<file path="config.mk">
export PLATFORM = sky130hd
export DESIGN_NAME = eqc_regs
export DESIGN_NICKNAME = d
export VERILOG_FILES = /design/src/eqc_pkg.sv /design/src/eqc_regs.sv
export SDC_FILE = /design/constraint.sdc
export NUM_CORES = 1
export LEC_CHECK = 0
export BUFFER_PORTS_ARGS = -buffer_cell sky130_fd_sc_hd__buf_2
export CAP_MARGIN = 20
export CORE_AREA = 2 2 127 129
export CTS_CLUSTER_SIZE = 14
export DETAILED_ROUTE_END_ITERATION = 8
export DIE_AREA = 0 0 129 131
export PLACE_DENSITY = 0.69
export SYNTH_ARGS = -nofsm -noshare
export SYNTH_HDL_FRONTEND = slang
export SYNTH_SLANG_ARGS = --single-unit
</file>
<file path="constraint.sdc">
create_clock -name clk_in -period 7.85 [get_ports clk_in]
set_input_delay 0.3925 -clock clk_in [delete_from_list [all_inputs] [get_ports clk_in]]
set_output_delay 0.3925 -clock clk_in [all_outputs]
set_load 0.01 [all_outputs]
</file>
<file path="src/eqc_pkg.sv">
// Constants and carriers for the equalizer control register bank
package eqc_pkg;

	// ==========================================================
	// Register offsets
	localparam logic [7:0] EQC_OFS_TAP0      = 8'h00;
	localparam logic [7:0] EQC_OFS_TAP_LAST  = 8'h08;
	localparam logic [7:0] EQC_OFS_PREDRV    = 8'h09;
	localparam logic [7:0] EQC_OFS_GLOBAL    = 8'h80;
	localparam logic [7:0] EQC_PTR_DEFAULT   = 8'h00;
	localparam logic [7:0] EQC_PTR_STEP      = 8'h01;
	localparam int         EQC_NUM_TAPS      = 9;
	localparam int         EQC_TAP_FULL      = 4;

	// ==========================================================
	// Field positions
	localparam int EQC_TAP_EN_BIT     = 7;
	localparam int EQC_TAP_SIGN_BIT   = 6;
	localparam int EQC_GLB_ADDR_CMD   = 6;
	localparam int EQC_GLB_ADDR1_RD   = 7;
	localparam int EQC_GLB_ADDR0_RD   = 6;
	localparam int EQC_GLB_CH1_EN     = 5;
	localparam int EQC_GLB_CH0_EN     = 4;
	localparam int EQC_GLB_FACT3      = 3;
	localparam int EQC_GLB_CH1_RST    = 2;
	localparam int EQC_GLB_CH0_RST    = 1;
	localparam int EQC_GLB_GRST       = 0;

	// ==========================================================
	// Reset values
	localparam logic [7:0] EQC_TAP_RST      = 8'hC0;
	localparam logic [7:0] EQC_TAP_FULL_RST = 8'hFF;
	localparam logic [7:0] EQC_PREDRV_RST   = 8'h30;
	localparam logic [1:0] EQC_ADDR_RST     = 2'h0;
	localparam logic       EQC_GLB_BIT_RST  = 1'b1;
	localparam logic [7:0] EQC_UNMAPPED_RD  = 8'h00;

	// ==========================================================
	// Carriers
	typedef struct packed {
		logic       start;
		logic       start_rd;
		logic       stop;
		logic       ptr_wr;
		logic       wr_en;
		logic       rd_en;
		logic [7:0] data;
	} eqc_bus_req_t;

	typedef struct packed {
		logic       en;
		logic       sign_pos;
		logic [5:0] gain;
	} eqc_tap_t;

	typedef struct packed {
		logic ch1_en;
		logic ch0_en;
		logic ch1_srst_n;
		logic ch0_srst_n;
		logic glb_srst_n;
	} eqc_ctrl_t;

endpackage

</file>
<file path="src/eqc_regs.sv">
// Channel 0 array A and global control register bank of the dual-channel equalizer
// ==========================================================
// Behaviour
// - Global register read layout differs from write
// - Writing bit 6 loads device address readback
// - Read bits 7 and 6 return address bits
// - Bit 5 enables channel 1, default 1
// - Bit 4 enables channel 0, default 1
// - Bit 2 low soft-resets channel 1
// - Bit 1 low soft-resets channel 0
// - Bit 0 low soft-resets whole device
// - Tap register holds enable, sign, gain
// - Sign one is positive, zero negative
// - Taps default enabled positive zero, tap4 full
// - Predriver gain six bits, default 0x30
// - Hard reset pin restores all defaults
// - Pointer advances after each data byte
// - Read without pointer write starts at zero
`timescale 1ns/1ps

module eqc_regs (
	input  wire logic                                     clk_in,
	input  wire logic                                     resetn_in,
	input  wire eqc_pkg::eqc_bus_req_t                    bus_in,
	input  wire logic [1:0]                               dev_addr_in,
	output logic [7:0]                                    rd_byte_out,
	output eqc_pkg::eqc_tap_t [eqc_pkg::EQC_NUM_TAPS-1:0] taps_out,
	output logic signed [6:0]                             tap_coef_out [eqc_pkg::EQC_NUM_TAPS],
	output logic [5:0]                                    predrv_gain_out,
	output eqc_pkg::eqc_ctrl_t                            ctrl_out
);
	import eqc_pkg::*;

	// ==========================================================
	// Reset release
	logic       rst_meta_reg;
	logic       rst_n;
	logic [1:0] addr_meta_reg;
	logic [1:0] addr_sync_reg;

	// Assertion is immediate, release waits two edges to avoid metastable exit
	always_ff @(posedge clk_in or negedge resetn_in) begin
		if (!resetn_in) begin
			rst_meta_reg <= 1'b0;
			rst_n        <= 1'b0;
		end else begin
			rst_meta_reg <= 1'b1;
			rst_n        <= rst_meta_reg;
		end
	end

	// Address straps are pins, so they are synchronised before use
	always_ff @(posedge clk_in or negedge rst_n) begin
		if (!rst_n) begin
			addr_meta_reg <= 2'h0;
			addr_sync_reg <= 2'h0;
		end else begin
			addr_meta_reg <= dev_addr_in;
			addr_sync_reg <= addr_meta_reg;
		end
	end

	// ==========================================================
	// Helpers
	function automatic logic [7:0] eqc_tap_default(input int idx);
		eqc_tap_default = (idx == EQC_TAP_FULL) ? EQC_TAP_FULL_RST : EQC_TAP_RST;
	endfunction

	function automatic logic is_tap(input logic [7:0] ofs);
		is_tap = (ofs <= EQC_OFS_TAP_LAST);
	endfunction

	function automatic logic signed [6:0] tap_coef(input logic [7:0] tap);
		logic [6:0] mag;
		mag = {1'b0, tap[5:0]};
		// Sign high means positive gain
		tap_coef = tap[EQC_TAP_SIGN_BIT] ? $signed(mag) : -$signed(mag);
	endfunction

	// ==========================================================
	// Register pointer
	logic [7:0] ptr_reg;
	logic       ptr_valid_reg;

	always_ff @(posedge clk_in or negedge rst_n) begin
		if (!rst_n) begin
			ptr_reg <= EQC_PTR_DEFAULT;
		end else if (bus_in.start && bus_in.start_rd && !ptr_valid_reg) begin
			ptr_reg <= EQC_PTR_DEFAULT;
		end else if (bus_in.ptr_wr) begin
			ptr_reg <= bus_in.data;
		end else if (bus_in.wr_en || bus_in.rd_en) begin
			ptr_reg <= ptr_reg + EQC_PTR_STEP;
		end
	end

	// A pointer written in one transfer serves the following read; a read start ends it
	always_ff @(posedge clk_in or negedge rst_n) begin
		if (!rst_n) begin
			ptr_valid_reg <= 1'b0;
		end else if (bus_in.ptr_wr) begin
			ptr_valid_reg <= 1'b1;
		end else if (bus_in.start && bus_in.start_rd) begin
			ptr_valid_reg <= 1'b0;
		end
	end

	logic wr_global;
	assign wr_global = bus_in.wr_en && (ptr_reg == EQC_OFS_GLOBAL);

	// ==========================================================
	// Global register
	logic       grst_reg;
	logic       ch0_rst_reg;
	logic       ch1_rst_reg;
	logic       ch0_en_reg;
	logic       ch1_en_reg;
	logic       fact3_reg;
	logic [1:0] addr_rb_reg;

	always_ff @(posedge clk_in or negedge rst_n) begin
		if (!rst_n) begin
			grst_reg <= EQC_GLB_BIT_RST;
		end else if (wr_global) begin
			grst_reg <= bus_in.data[EQC_GLB_GRST];
		end
	end

	// Other global fields sit at default while the global soft reset is low
	always_ff @(posedge clk_in or negedge rst_n) begin
		if (!rst_n) begin
			ch0_rst_reg <= EQC_GLB_BIT_RST;
			ch1_rst_reg <= EQC_GLB_BIT_RST;
			ch0_en_reg  <= EQC_GLB_BIT_RST;
			ch1_en_reg  <= EQC_GLB_BIT_RST;
			fact3_reg   <= EQC_GLB_BIT_RST;
		end else if (!grst_reg || (wr_global && !bus_in.data[EQC_GLB_GRST])) begin
			ch0_rst_reg <= EQC_GLB_BIT_RST;
			ch1_rst_reg <= EQC_GLB_BIT_RST;
			ch0_en_reg  <= EQC_GLB_BIT_RST;
			ch1_en_reg  <= EQC_GLB_BIT_RST;
			fact3_reg   <= EQC_GLB_BIT_RST;
		end else if (wr_global) begin
			ch0_rst_reg <= bus_in.data[EQC_GLB_CH0_RST];
			ch1_rst_reg <= bus_in.data[EQC_GLB_CH1_RST];
			ch0_en_reg  <= bus_in.data[EQC_GLB_CH0_EN];
			ch1_en_reg  <= bus_in.data[EQC_GLB_CH1_EN];
			fact3_reg   <= bus_in.data[EQC_GLB_FACT3];
		end
	end

	// Readback of the strap address only refreshes on command
	always_ff @(posedge clk_in or negedge rst_n) begin
		if (!rst_n) begin
			addr_rb_reg <= EQC_ADDR_RST;
		end else if (!grst_reg || (wr_global && !bus_in.data[EQC_GLB_GRST])) begin
			addr_rb_reg <= EQC_ADDR_RST;
		end else if (wr_global && bus_in.data[EQC_GLB_ADDR_CMD]) begin
			addr_rb_reg <= addr_sync_reg;
		end
	end

	// ==========================================================
	// Channel 0 array A
	logic [7:0] tap_reg [EQC_NUM_TAPS];
	logic [7:0] predrv_reg;
	logic       ch0_hold;

	// Either soft reset holds the channel; writes are dropped meanwhile
	assign ch0_hold = !grst_reg || !ch0_rst_reg;

	genvar gi;
	generate
		for (gi = 0; gi < EQC_NUM_TAPS; gi++) begin : g_tap
			always_ff @(posedge clk_in or negedge rst_n) begin
				if (!rst_n) begin
					tap_reg[gi] <= eqc_tap_default(gi);
				end else if (ch0_hold) begin
					tap_reg[gi] <= eqc_tap_default(gi);
				end else if (bus_in.wr_en && is_tap(ptr_reg) && (ptr_reg[3:0] == 4'(gi))) begin
					tap_reg[gi] <= bus_in.data;
				end
			end

			assign taps_out[gi]     = eqc_tap_t'(tap_reg[gi]);
			assign tap_coef_out[gi] = tap_coef(tap_reg[gi]);
		end
	endgenerate

	always_ff @(posedge clk_in or negedge rst_n) begin
		if (!rst_n) begin
			predrv_reg <= EQC_PREDRV_RST;
		end else if (ch0_hold) begin
			predrv_reg <= EQC_PREDRV_RST;
		end else if (bus_in.wr_en && (ptr_reg == EQC_OFS_PREDRV)) begin
			predrv_reg <= bus_in.data;
		end
	end

	assign predrv_gain_out = predrv_reg[5:0];

	// ==========================================================
	// Read path
	logic [7:0] glb_rd;
	logic [7:0] rd_mux;
	logic [7:0] rd_byte_reg;

	// Address bits occupy the top of the read layout, unlike the write layout
	assign glb_rd = {addr_rb_reg[1], addr_rb_reg[0], ch1_en_reg, ch0_en_reg,
		fact3_reg, ch1_rst_reg, ch0_rst_reg, grst_reg};

	always_comb begin
		rd_mux = EQC_UNMAPPED_RD;
		if (is_tap(ptr_reg)) begin
			rd_mux = tap_reg[ptr_reg[3:0]];
		end else if (ptr_reg == EQC_OFS_PREDRV) begin
			rd_mux = predrv_reg;
		end else if (ptr_reg == EQC_OFS_GLOBAL) begin
			rd_mux = glb_rd;
		end
	end

	always_ff @(posedge clk_in or negedge rst_n) begin
		if (!rst_n) begin
			rd_byte_reg <= EQC_UNMAPPED_RD;
		end else if (bus_in.rd_en) begin
			rd_byte_reg <= rd_mux;
		end
	end

	assign rd_byte_out         = rd_byte_reg;
	assign ctrl_out.ch0_en     = ch0_en_reg;
	assign ctrl_out.ch1_en     = ch1_en_reg;
	assign ctrl_out.ch0_srst_n = ch0_rst_reg && grst_reg;
	assign ctrl_out.ch1_srst_n = ch1_rst_reg && grst_reg;
	assign ctrl_out.glb_srst_n = grst_reg;

	// ==========================================================
	// Checks
	glb_read_layout_a: assert property (@(posedge clk_in) disable iff (!rst_n)
		bus_in.rd_en && ptr_reg == EQC_OFS_GLOBAL |=> rd_byte_out[2:0] == {ch1_rst_reg, ch0_rst_reg, grst_reg})
		else $error("Global read layout wrong");

	addr_readback_a: assert property (@(posedge clk_in) disable iff (!rst_n)
		bus_in.rd_en && ptr_reg == EQC_OFS_GLOBAL |=>
		rd_byte_out[EQC_GLB_ADDR1_RD:EQC_GLB_ADDR0_RD] == $past(addr_rb_reg))
		else $error("Address bits not at top of global read");

	addr_cmd_load_a: assert property (@(posedge clk_in) disable iff (!rst_n)
		wr_global && bus_in.data[EQC_GLB_ADDR_CMD] && bus_in.data[EQC_GLB_GRST] && grst_reg
		|=> addr_rb_reg == $past(addr_sync_reg))
		else $error("Address readback command not loaded");

	addr_cmd_idle_a: assert property (@(posedge clk_in) disable iff (!rst_n)
		grst_reg && !(wr_global && (bus_in.data[EQC_GLB_ADDR_CMD] || !bus_in.data[EQC_GLB_GRST]))
		|=> $stable(addr_rb_reg))
		else $error("Address readback changed without command");

	ch1_enable_a: assert property (@(posedge clk_in) disable iff (!rst_n)
		wr_global && grst_reg && bus_in.data[EQC_GLB_GRST] |=> ctrl_out.ch1_en == $past(bus_in.data[EQC_GLB_CH1_EN]))
		else $error("Channel 1 enable not written");

	ch0_enable_a: assert property (@(posedge clk_in) disable iff (!rst_n)
		wr_global && grst_reg && bus_in.data[EQC_GLB_GRST] |=> ctrl_out.ch0_en == $past(bus_in.data[EQC_GLB_CH0_EN]))
		else $error("Channel 0 enable not written");

	ch1_srst_a: assert property (@(posedge clk_in) disable iff (!rst_n)
		wr_global && grst_reg && bus_in.data[EQC_GLB_GRST] && !bus_in.data[EQC_GLB_CH1_RST]
		|=> !ctrl_out.ch1_srst_n)
		else $error("Channel 1 soft reset not issued");

	ch0_hold_a: assert property (@(posedge clk_in) disable iff (!rst_n)
		ch0_hold |=> tap_reg[EQC_TAP_FULL] == EQC_TAP_FULL_RST && predrv_reg == EQC_PREDRV_RST)
		else $error("Channel 0 not held at defaults");

	glb_srst_a: assert property (@(posedge clk_in) disable iff (!rst_n)
		!grst_reg |=> ch0_en_reg && ch1_en_reg && ch0_rst_reg && ch1_rst_reg && addr_rb_reg == EQC_ADDR_RST)
		else $error("Global soft reset left a field changed");

	tap_write_a: assert property (@(posedge clk_in) disable iff (!rst_n)
		bus_in.wr_en && ptr_reg == EQC_OFS_TAP0 && !ch0_hold ##1 !ch0_hold |-> tap_reg[0] == $past(bus_in.data))
		else $error("Tap 0 write lost");

	coef_sign_a: assert property (@(posedge clk_in) disable iff (!rst_n)
		taps_out[0].gain != 6'h00 |-> (tap_coef_out[0] > 7'sh00) == taps_out[0].sign_pos)
		else $error("Tap sign interpreted wrongly");

	ptr_advance_a: assert property (@(posedge clk_in) disable iff (!rst_n)
		(bus_in.wr_en || bus_in.rd_en) && !bus_in.ptr_wr && !bus_in.start |=> ptr_reg == $past(ptr_reg) + EQC_PTR_STEP)
		else $error("Pointer did not advance");

	read_start_a: assert property (@(posedge clk_in) disable iff (!rst_n)
		bus_in.start && bus_in.start_rd && !ptr_valid_reg |=> ptr_reg == EQC_PTR_DEFAULT)
		else $error("Read without pointer write not at zero");

endmodule

</file>
==> reports/results.tsv, run 1 <==
stage	metric	value	unit
run_status	outcome	completed	
layout	largest_register_ffs	72	
layout	multi_input_area	3730	sq um
cts	root_buffer	clkbuf_16	
flow_run	maxCapViolCount	0	
worst_setup_path	r2r_end	taps_out[3]	
layout	final_area	8130	sq um
cts	cts.sinks	111	
worst_setup_path	critical_path.max_stage_delay	680	ps
layout	layout-drive-gt1-share	30.4	%
timing	setup-violations-final	0	
route	firstDrtPassIters	5	
route	routed_via_density	5.38	
logic_synthesis	synthCells	736	
worst_setup_path	crit_buf_inv	1	
worst_setup_path	cp-startpoint	ptr_reg[1]	
logic_synthesis	synth_area_leaders	dfrtp_1 (28%), mux2i_1 (14%), dfstp_2 (12%), nor2_1 (6.5%), xor2_1 (4.3%)	
layout	seq_area	2820	sq um
worst_setup_path	endpoint	taps_out[3]	
die	die_x	129	um
worst_setup_path	worstPathRequired	8070	ps
cts	ctsResizeCount	0	
worst_setup_path	path_depth	6	
worst_setup_path	reg2reg_from	ptr_reg[1]	
timing	rsz0062_at_grt	no	
pwr	p_leak	0.00375	uW
timing	slew_viol_final	0	
worst_setup_path	worstSetupStartpointType	flop	
logic_synthesis	syn_nets	767	
worst_setup_path	reg2reg_depth	6	
logic_synthesis	ys_types	49	
layout	n_fill_cell	1482	
die	fp.dieH	131	um
logic_synthesis	synth_ff_type	dfrtp_1	
cts	clk_latency	360	ps
timing	max_freq	362	MHz
logic_synthesis	async_reset_ff_share	100	%
worst_setup_path	crit_family	simple AND/OR/NAND/NOR gates	
placement	numPortBuffers	170	
cts	cts_buffer_depth	2	
cts	cts-buffers-inserted	9	
cts	cts_hold_buf	1	
die	initial_utilization	44.8	%
cts	tritoncts	done	
placement	gp_congestion	0.829	
die	die_area	16900	sq um
worst_setup_path	path_cells	inv_1 > ha_1 > nand2_1 > nor4_4 > mux2i_1 > nor2_1	
timing	tns	0	ps
grt	grt_pass1_wl	29.8	mm
layout	antenna_cells	0	
grt	grt_usage	23.0	%
logic_synthesis	synth_edf_count	0	
route	ant_nets	0	
layout	areaGrowthSynthToFinish	16.5	%
timing	hold_viol	0	
grt	grt_pass1_vias	5277	
route	vias	5800	
layout	layout_commonest_cell	buf_2	
worst_setup_path	cp-end-kind	flop	
die	fp-row-count	46	
timing	slew_headroom	38.1	%
route	wirelength	19.4	mm
cts	htree_levels	3	
die	core	15600	sq um
layout	final_cell_mix	buf_2 (170), nor2_1 (120), mux2i_1 (95), dfrtp_1 (78), nand2_1 (50)	
logic_synthesis	yosysTopAreaCellShare	28.3	%
logic_synthesis	yosysWarnings	0	
grt	grt_max_degree	74	
logic_synthesis	synth.avg_cell_area	9.48	sq um
worst_hold_path	hold_path.class	in -> reg	
placement	dp_cells	1061	
route	drcViolationCount	0	
timing	clock_skew	8.90	ps
die	io_pins	172	
worst_setup_path	critPathArrivalTime	2980	ps
placement	dp.final_hpwl	13.5	mm
layout	fin_cells	1079	
grt	grt_overflow	0	
layout	fin_nets	889	
cts	post_cts_buffers	0	
worst_setup_path	critPathKind	reg -> reg	
pwr	peakVddDrop	0.143	mV
worst_setup_path	cp_max_fo	17	
timing	worst_pin_slew	929	ps
worst_setup_path	cp_slowest_cell	nor4_4	
route	wl_per_cell	18.0	um
worst_setup_path	reg2reg_slack	5090	ps
layout	fin_util	52.1	%
timing	finalCritPeriodShare	35.2	%
logic_synthesis	synth.ff_latch_count	111	
cts	clk_pin_slew_worst_paths	70	ps
logic_synthesis	yosys.area.top_type	dfrtp_1	
timing	final.min_clock_period	2760	ps
grt	antenna_found_initial	0	
placement	placed_cell_area	7810	sq um
logic_synthesis	ys_seq_area_share	40.4	%
pwr	power_density	168	nW/um^2
route	drtIter0Drc	384	
logic_synthesis	syn_area	6980	sq um
[logic make-up (layout without fill, tap and decap cells)]
kind of cell               after synthesis  count (layout)  share of synthesized area (%)
AOI/OAI and AO/OA                      118             118                           11.4
buffers and inverters                   92             219                           6.22
xor gates and xnor gates                36              36                           4.52
adders and majority gates               13              13                           2.33
and+or+nand+nor                        247             247                           17.8
other                                    1               1                         0.0537
DFF                                    111             111                           40.4
muxes                                  118             118                           17.3
[how the worst min path moves through the flow]
stage,from,cells after the start,end
finish,dev_addr_in[1],1,addr_meta_reg[1]
detailed placement,resetn_in,1,rst_meta_reg
CTS,dev_addr_in[1],1,addr_meta_reg[1]
global placement,resetn_in,1,rst_meta_reg
floorplan,resetn_in,0,rst_meta_reg
global route,dev_addr_in[1],1,addr_meta_reg[1]
[where the power goes]
group	internal (uW)	switching [uW]
registers	590	28.1
logic	88.1	190
clock network	263	206
total	941	424
[cells in the mapped netlist, types with 2 or more instances]
cell type  number
a21o_1          9
a21oi_1        29
a221o_1         5
a221oi_1        9
a22o_1          3
a22oi_1         2
a31oi_1         4
and2_1          2
and3_1          3
buf_1           4
buf_2           4
buf_4          18
clkbuf_1       41
clkinv_1        2
dfrtp_1        79
dfstp_2        32
ha_1           13
inv_1          22
mux2_2         23
mux2i_1        95
nand2_1        50
nand2b_1        8
nand3_1         4
nor2_1        120
nor2b_1        15
nor3_1         18
nor3_4          6
nor3b_1         9
nor4_4          4
nor4bb_1        2
o211ai_1        2
o21ai_0        21
o21bai_1       12
o221ai_1        5
o22ai_1         4
o2bb2ai_1       9
or2_2           2
xnor2_1         2
xor2_1         34
[per-layer routing]
metal  share of wire (%)  wire [um]  global-route usage, %  vias up
li1                    -          -                      -     2767
met1                  46       8980                   31.8     2841
met2                  48       9240                   37.4      169
met3                 4.5        868                   4.19       23
met4                 1.7        328                   6.27        0
met5                   0          0                      0        -
[final cells by class]
class,instances,share of cell area (%)
flip-flops and latches,111,34.7
multi-input cells,533,45.9
clock inverters,4,0.539
repair buffers,179,11.3
inverters,24,1.11
clock buffers,12,3.16
well taps,216,3.32
[through the flow]
step                power, uW  worst slack [ps]  hold slack, ps
floorplan                 825              4580            96.9
global placement          901              5190             179
detailed placement        904              5140             180
CTS                      1370              5120             129
global route             1420              4920             125
finish                   1360              5090             130
Power figures use the tool's default switching activity.
==> run 2, diff against run 1 <==
- ABC_AREA: default -> 1
- CORE_AREA: 2 2 127 129 -> 2 2 126 128
- DIE_AREA: 0 0 129 131 -> 0 0 128 130
- PLACE_DENSITY: 0.69 -> 0.72
- clock period: 7.85 -> 2.5 ns (I/O delays scaled with it)
==> run 2 against run 1 <==
Clock power grew to 3.4 times the previous value. Routed wire length rose by 4.5%. Combinational power rose to 4.2 times the previous value. Largest power group unchanged.
==> reports/results.tsv, run 2 <==
stage	metric	value	unit	change
grt	antenna_found_initial	0		unchanged
grt	grt_util_met1	34.1	%	+2.3 points
cts	clk_latency	370	ps	about the same
flow_run	maxCapViolCount	0		unchanged
grt	grt_busiest_layer	met2		
pwr	power_density	603	nW/um^2	+260%
pwr	peakVddDrop	0.341	mV	+140%
timing	max_freq	473	MHz	+31%
timing	setup-violations-final	0		unchanged
cts	root_buffer	clkbuf_16		
grt	grt_use_met3	4.26	%	+0.070 points
timing	fin_ws	385	ps	-4700 ps
logic_synthesis	yosys.area.top_type	dfrtp_1		
route	vias	6852		+18%
logic_synthesis	yosysMostFrequentCell	nand2_1		
logic_synthesis	ys_seq_area_share	40.8	%	+0.40 points
worst_setup_path	worstSetupStartpointType	flop		
layout	layout-drive-gt1-share	23.2	%	-7.1 points
route	drcViolationCount	0		unchanged
timing	finalCritPeriodShare	84.6	%	+49 points
layout	fin_nets	1123		+26%
cts	post_cts_buffers	0		unchanged
placement	dp.final_hpwl	15.2	mm	+12%
pwr	p_leak	0.00446	uW	+19%
cts	tritoncts	done		
die	io_pins	172		unchanged
timing	hold_viol	0		unchanged
logic_synthesis	ys_types	34		-31%
cts	cts.sinks	111		unchanged
route	drtIter0Drc	683		+78%
cts	cts-buffers-inserted	9		unchanged
grt	grt_overflow	0		unchanged
cts	ctsResizeCount	0		unchanged
die	fp-row-count	46		unchanged
layout	final_cell_mix	nand2_1 (258), buf_2 (170), nand3_1 (119), inv_1 (116), nor2_1 (79)		
placement	pre_cts_ws	433	ps	-4710 ps
placement	numPortBuffers	170		unchanged
layout	n_fill_cell	1523		+2.8%
die	die_area	16600	sq um	-1.5%
cts	clk_pin_slew_worst_paths	70	ps	about the same
die	initial_utilization	44.8	%	+0.055 points
run_status	outcome	completed		
timing	worst_pin_slew	623	ps	-306 ps
logic_synthesis	syn_nets	978		+28%
worst_setup_path	critPathKind	reg -> reg		
timing	final.min_clock_period	2120	ps	-646 ps
logic_synthesis	synth_edf_count	0		unchanged
layout	largest_register_ffs	72		unchanged
logic_synthesis	synth_area_leaders	dfrtp_1 (29%), nand2_1 (14%), dfstp_2 (12%), nand3_1 (8.6%), inv_1 (6.4%)		
route	firstDrtPassIters	9		+4
worst_setup_path	cp-end-kind	flop		
worst_setup_path	cp_max_fo	11		-6
die	fp.dieH	130	um	-0.76%
route	wirelength	20.3	mm	+4.5%
layout	areaGrowthSynthToFinish	17.9	%	
timing	slew_viol_final	0		unchanged
cts	cts_buffer_depth	2		unchanged
worst_setup_path	worstPathRequired	2810	ps	-5260 ps
logic_synthesis	synthCells	947		+29%
grt	use_met2	38.6	%	+1.2 points
worst_hold_path	hold_path.class	in -> reg		
route	ant_nets	0		unchanged
worst_setup_path	critPathArrivalTime	2430	ps	-550 ps
grt	grt_pass1_vias	6081		+15%
placement	gp_congestion	0.954		+15%
route	routed_via_density	5.32		-1.1%
grt	grt_max_degree	73		-1.4%
grt	grt_pass1_wl	31.8	mm	+6.9%
timing	clock_skew	12.1	ps	+3.19 ps
layout	layout_commonest_cell	nand2_1		
logic_synthesis	yosysWarnings	0		unchanged
logic_synthesis	syn_area	6910	sq um	-0.99%
timing	rsz0062_at_grt	no		
logic_synthesis	async_reset_ff_share	100	%	unchanged
logic_synthesis	synth.avg_cell_area	7.30	sq um	-23%
logic_synthesis	synthTopCellsByCount	nand2_1 (258), nand3_1 (119), inv_1 (117), dfrtp_1 (79), nor2_1 (79)		
logic_synthesis	yosysTopAreaCellShare	28.6	%	+0.28 points
grt	grt_usage	24.8	%	+1.8 points
layout	antenna_cells	0		unchanged
die	core	15400	sq um	-1.1%
die	die_x	128	um	-0.78%
logic_synthesis	synth.ff_latch_count	111		unchanged
logic_synthesis	synth_ff_type	dfrtp_1		
timing	slew_headroom	58.3	%	+20 points
timing	tns	0	ps	unchanged
cts	htree_levels	3		unchanged
route	wl_per_cell	15.7	um	-13%
## run 2: through the flow
step	hold WS, ps	util, %	cell area, sq um	power, uW	std cells
after floorplan	-171	-	6910	2910	947
after CTS	19.9	52.8	8150	4920	1289
final	20.3	52.8	8150	4910	1289
after detailed placement	-85.8	50.5	7790	3320	1270
after global placement	-87.9	50.5	7790	3300	1270
after global routing	29.6	52.8	8150	5160	1289
## run 2: metal layers
metal	wire length, um	part of all wire [%]
met5	0	0
met4	661	3.3
met3	1610	7.9
met2	9220	45
met1	8800	43
## run 2: final timing paths
kind	to	start	slack (ps)	depth (start not counted)
min in group asynchronous	rst_n	resetn_in	50	2
hold reg to reg	taps_out[57]	rst_n	180	0
max in group asynchronous	predrv_reg[4]	rst_n	1560	1
setup reg to reg	taps_out[39]	ptr_reg[1]	380	10
setup / recovery	taps_out[39]	ptr_reg[1]	380	10
hold / removal	ptr_valid_reg	bus_in[12]	20	4
## run 2: cell type report
class / count / area (sq um) / area share [%]
clock buffers: 9 / 225 / 2.76
repair buffers: 184 / 988 / 12.1
clock inverters: 7 / 104 / 1.27
flip-flops and latches: 111 / 2820 / 34.6
well taps: 192 / 240 / 2.95
inverters: 122 / 458 / 5.62
multi-input cells: 664 / 3310 / 40.6
## run 2: logic make-up (layout without fill, tap and decap cells)
group / Yosys count / after routing / share of synthesized area, %
simple gates: 496 / 496 / 31.9
buf+inv: 172 / 322 / 11.3
compound gates: 117 / 117 / 8.89
flops: 111 / 111 / 40.8
xor+xnor: 37 / 37 / 4.69
fa+ha+maj: 13 / 13 / 2.35
other cells: 1 / 1 / 0.0543
## run 2: power breakdown
part / total, uW / internal, uW / switching [uW]
clock: 1610 / 891 / 716
sequential: 2130 / 1970 / 156
combinational: 1170 / 372 / 802
total: 4910 / 3240 / 1670
## run 2: critical path, stage by stage (launching register included)
cell and delay [ps]:
dfrtp_1 390, inv_2 170, ha_1 310, inv_2 80, o21ai_2 160, nand2_4 130, nor2_8 280, nand3_4 200
nand2_2 200, nand2_1 80, nand2_1 70
## run 2: timing repair
item,in CTS,in global routing
setup endpoints to repair,0,0
hold buffers,3,0
hold endpoints to repair,4,0
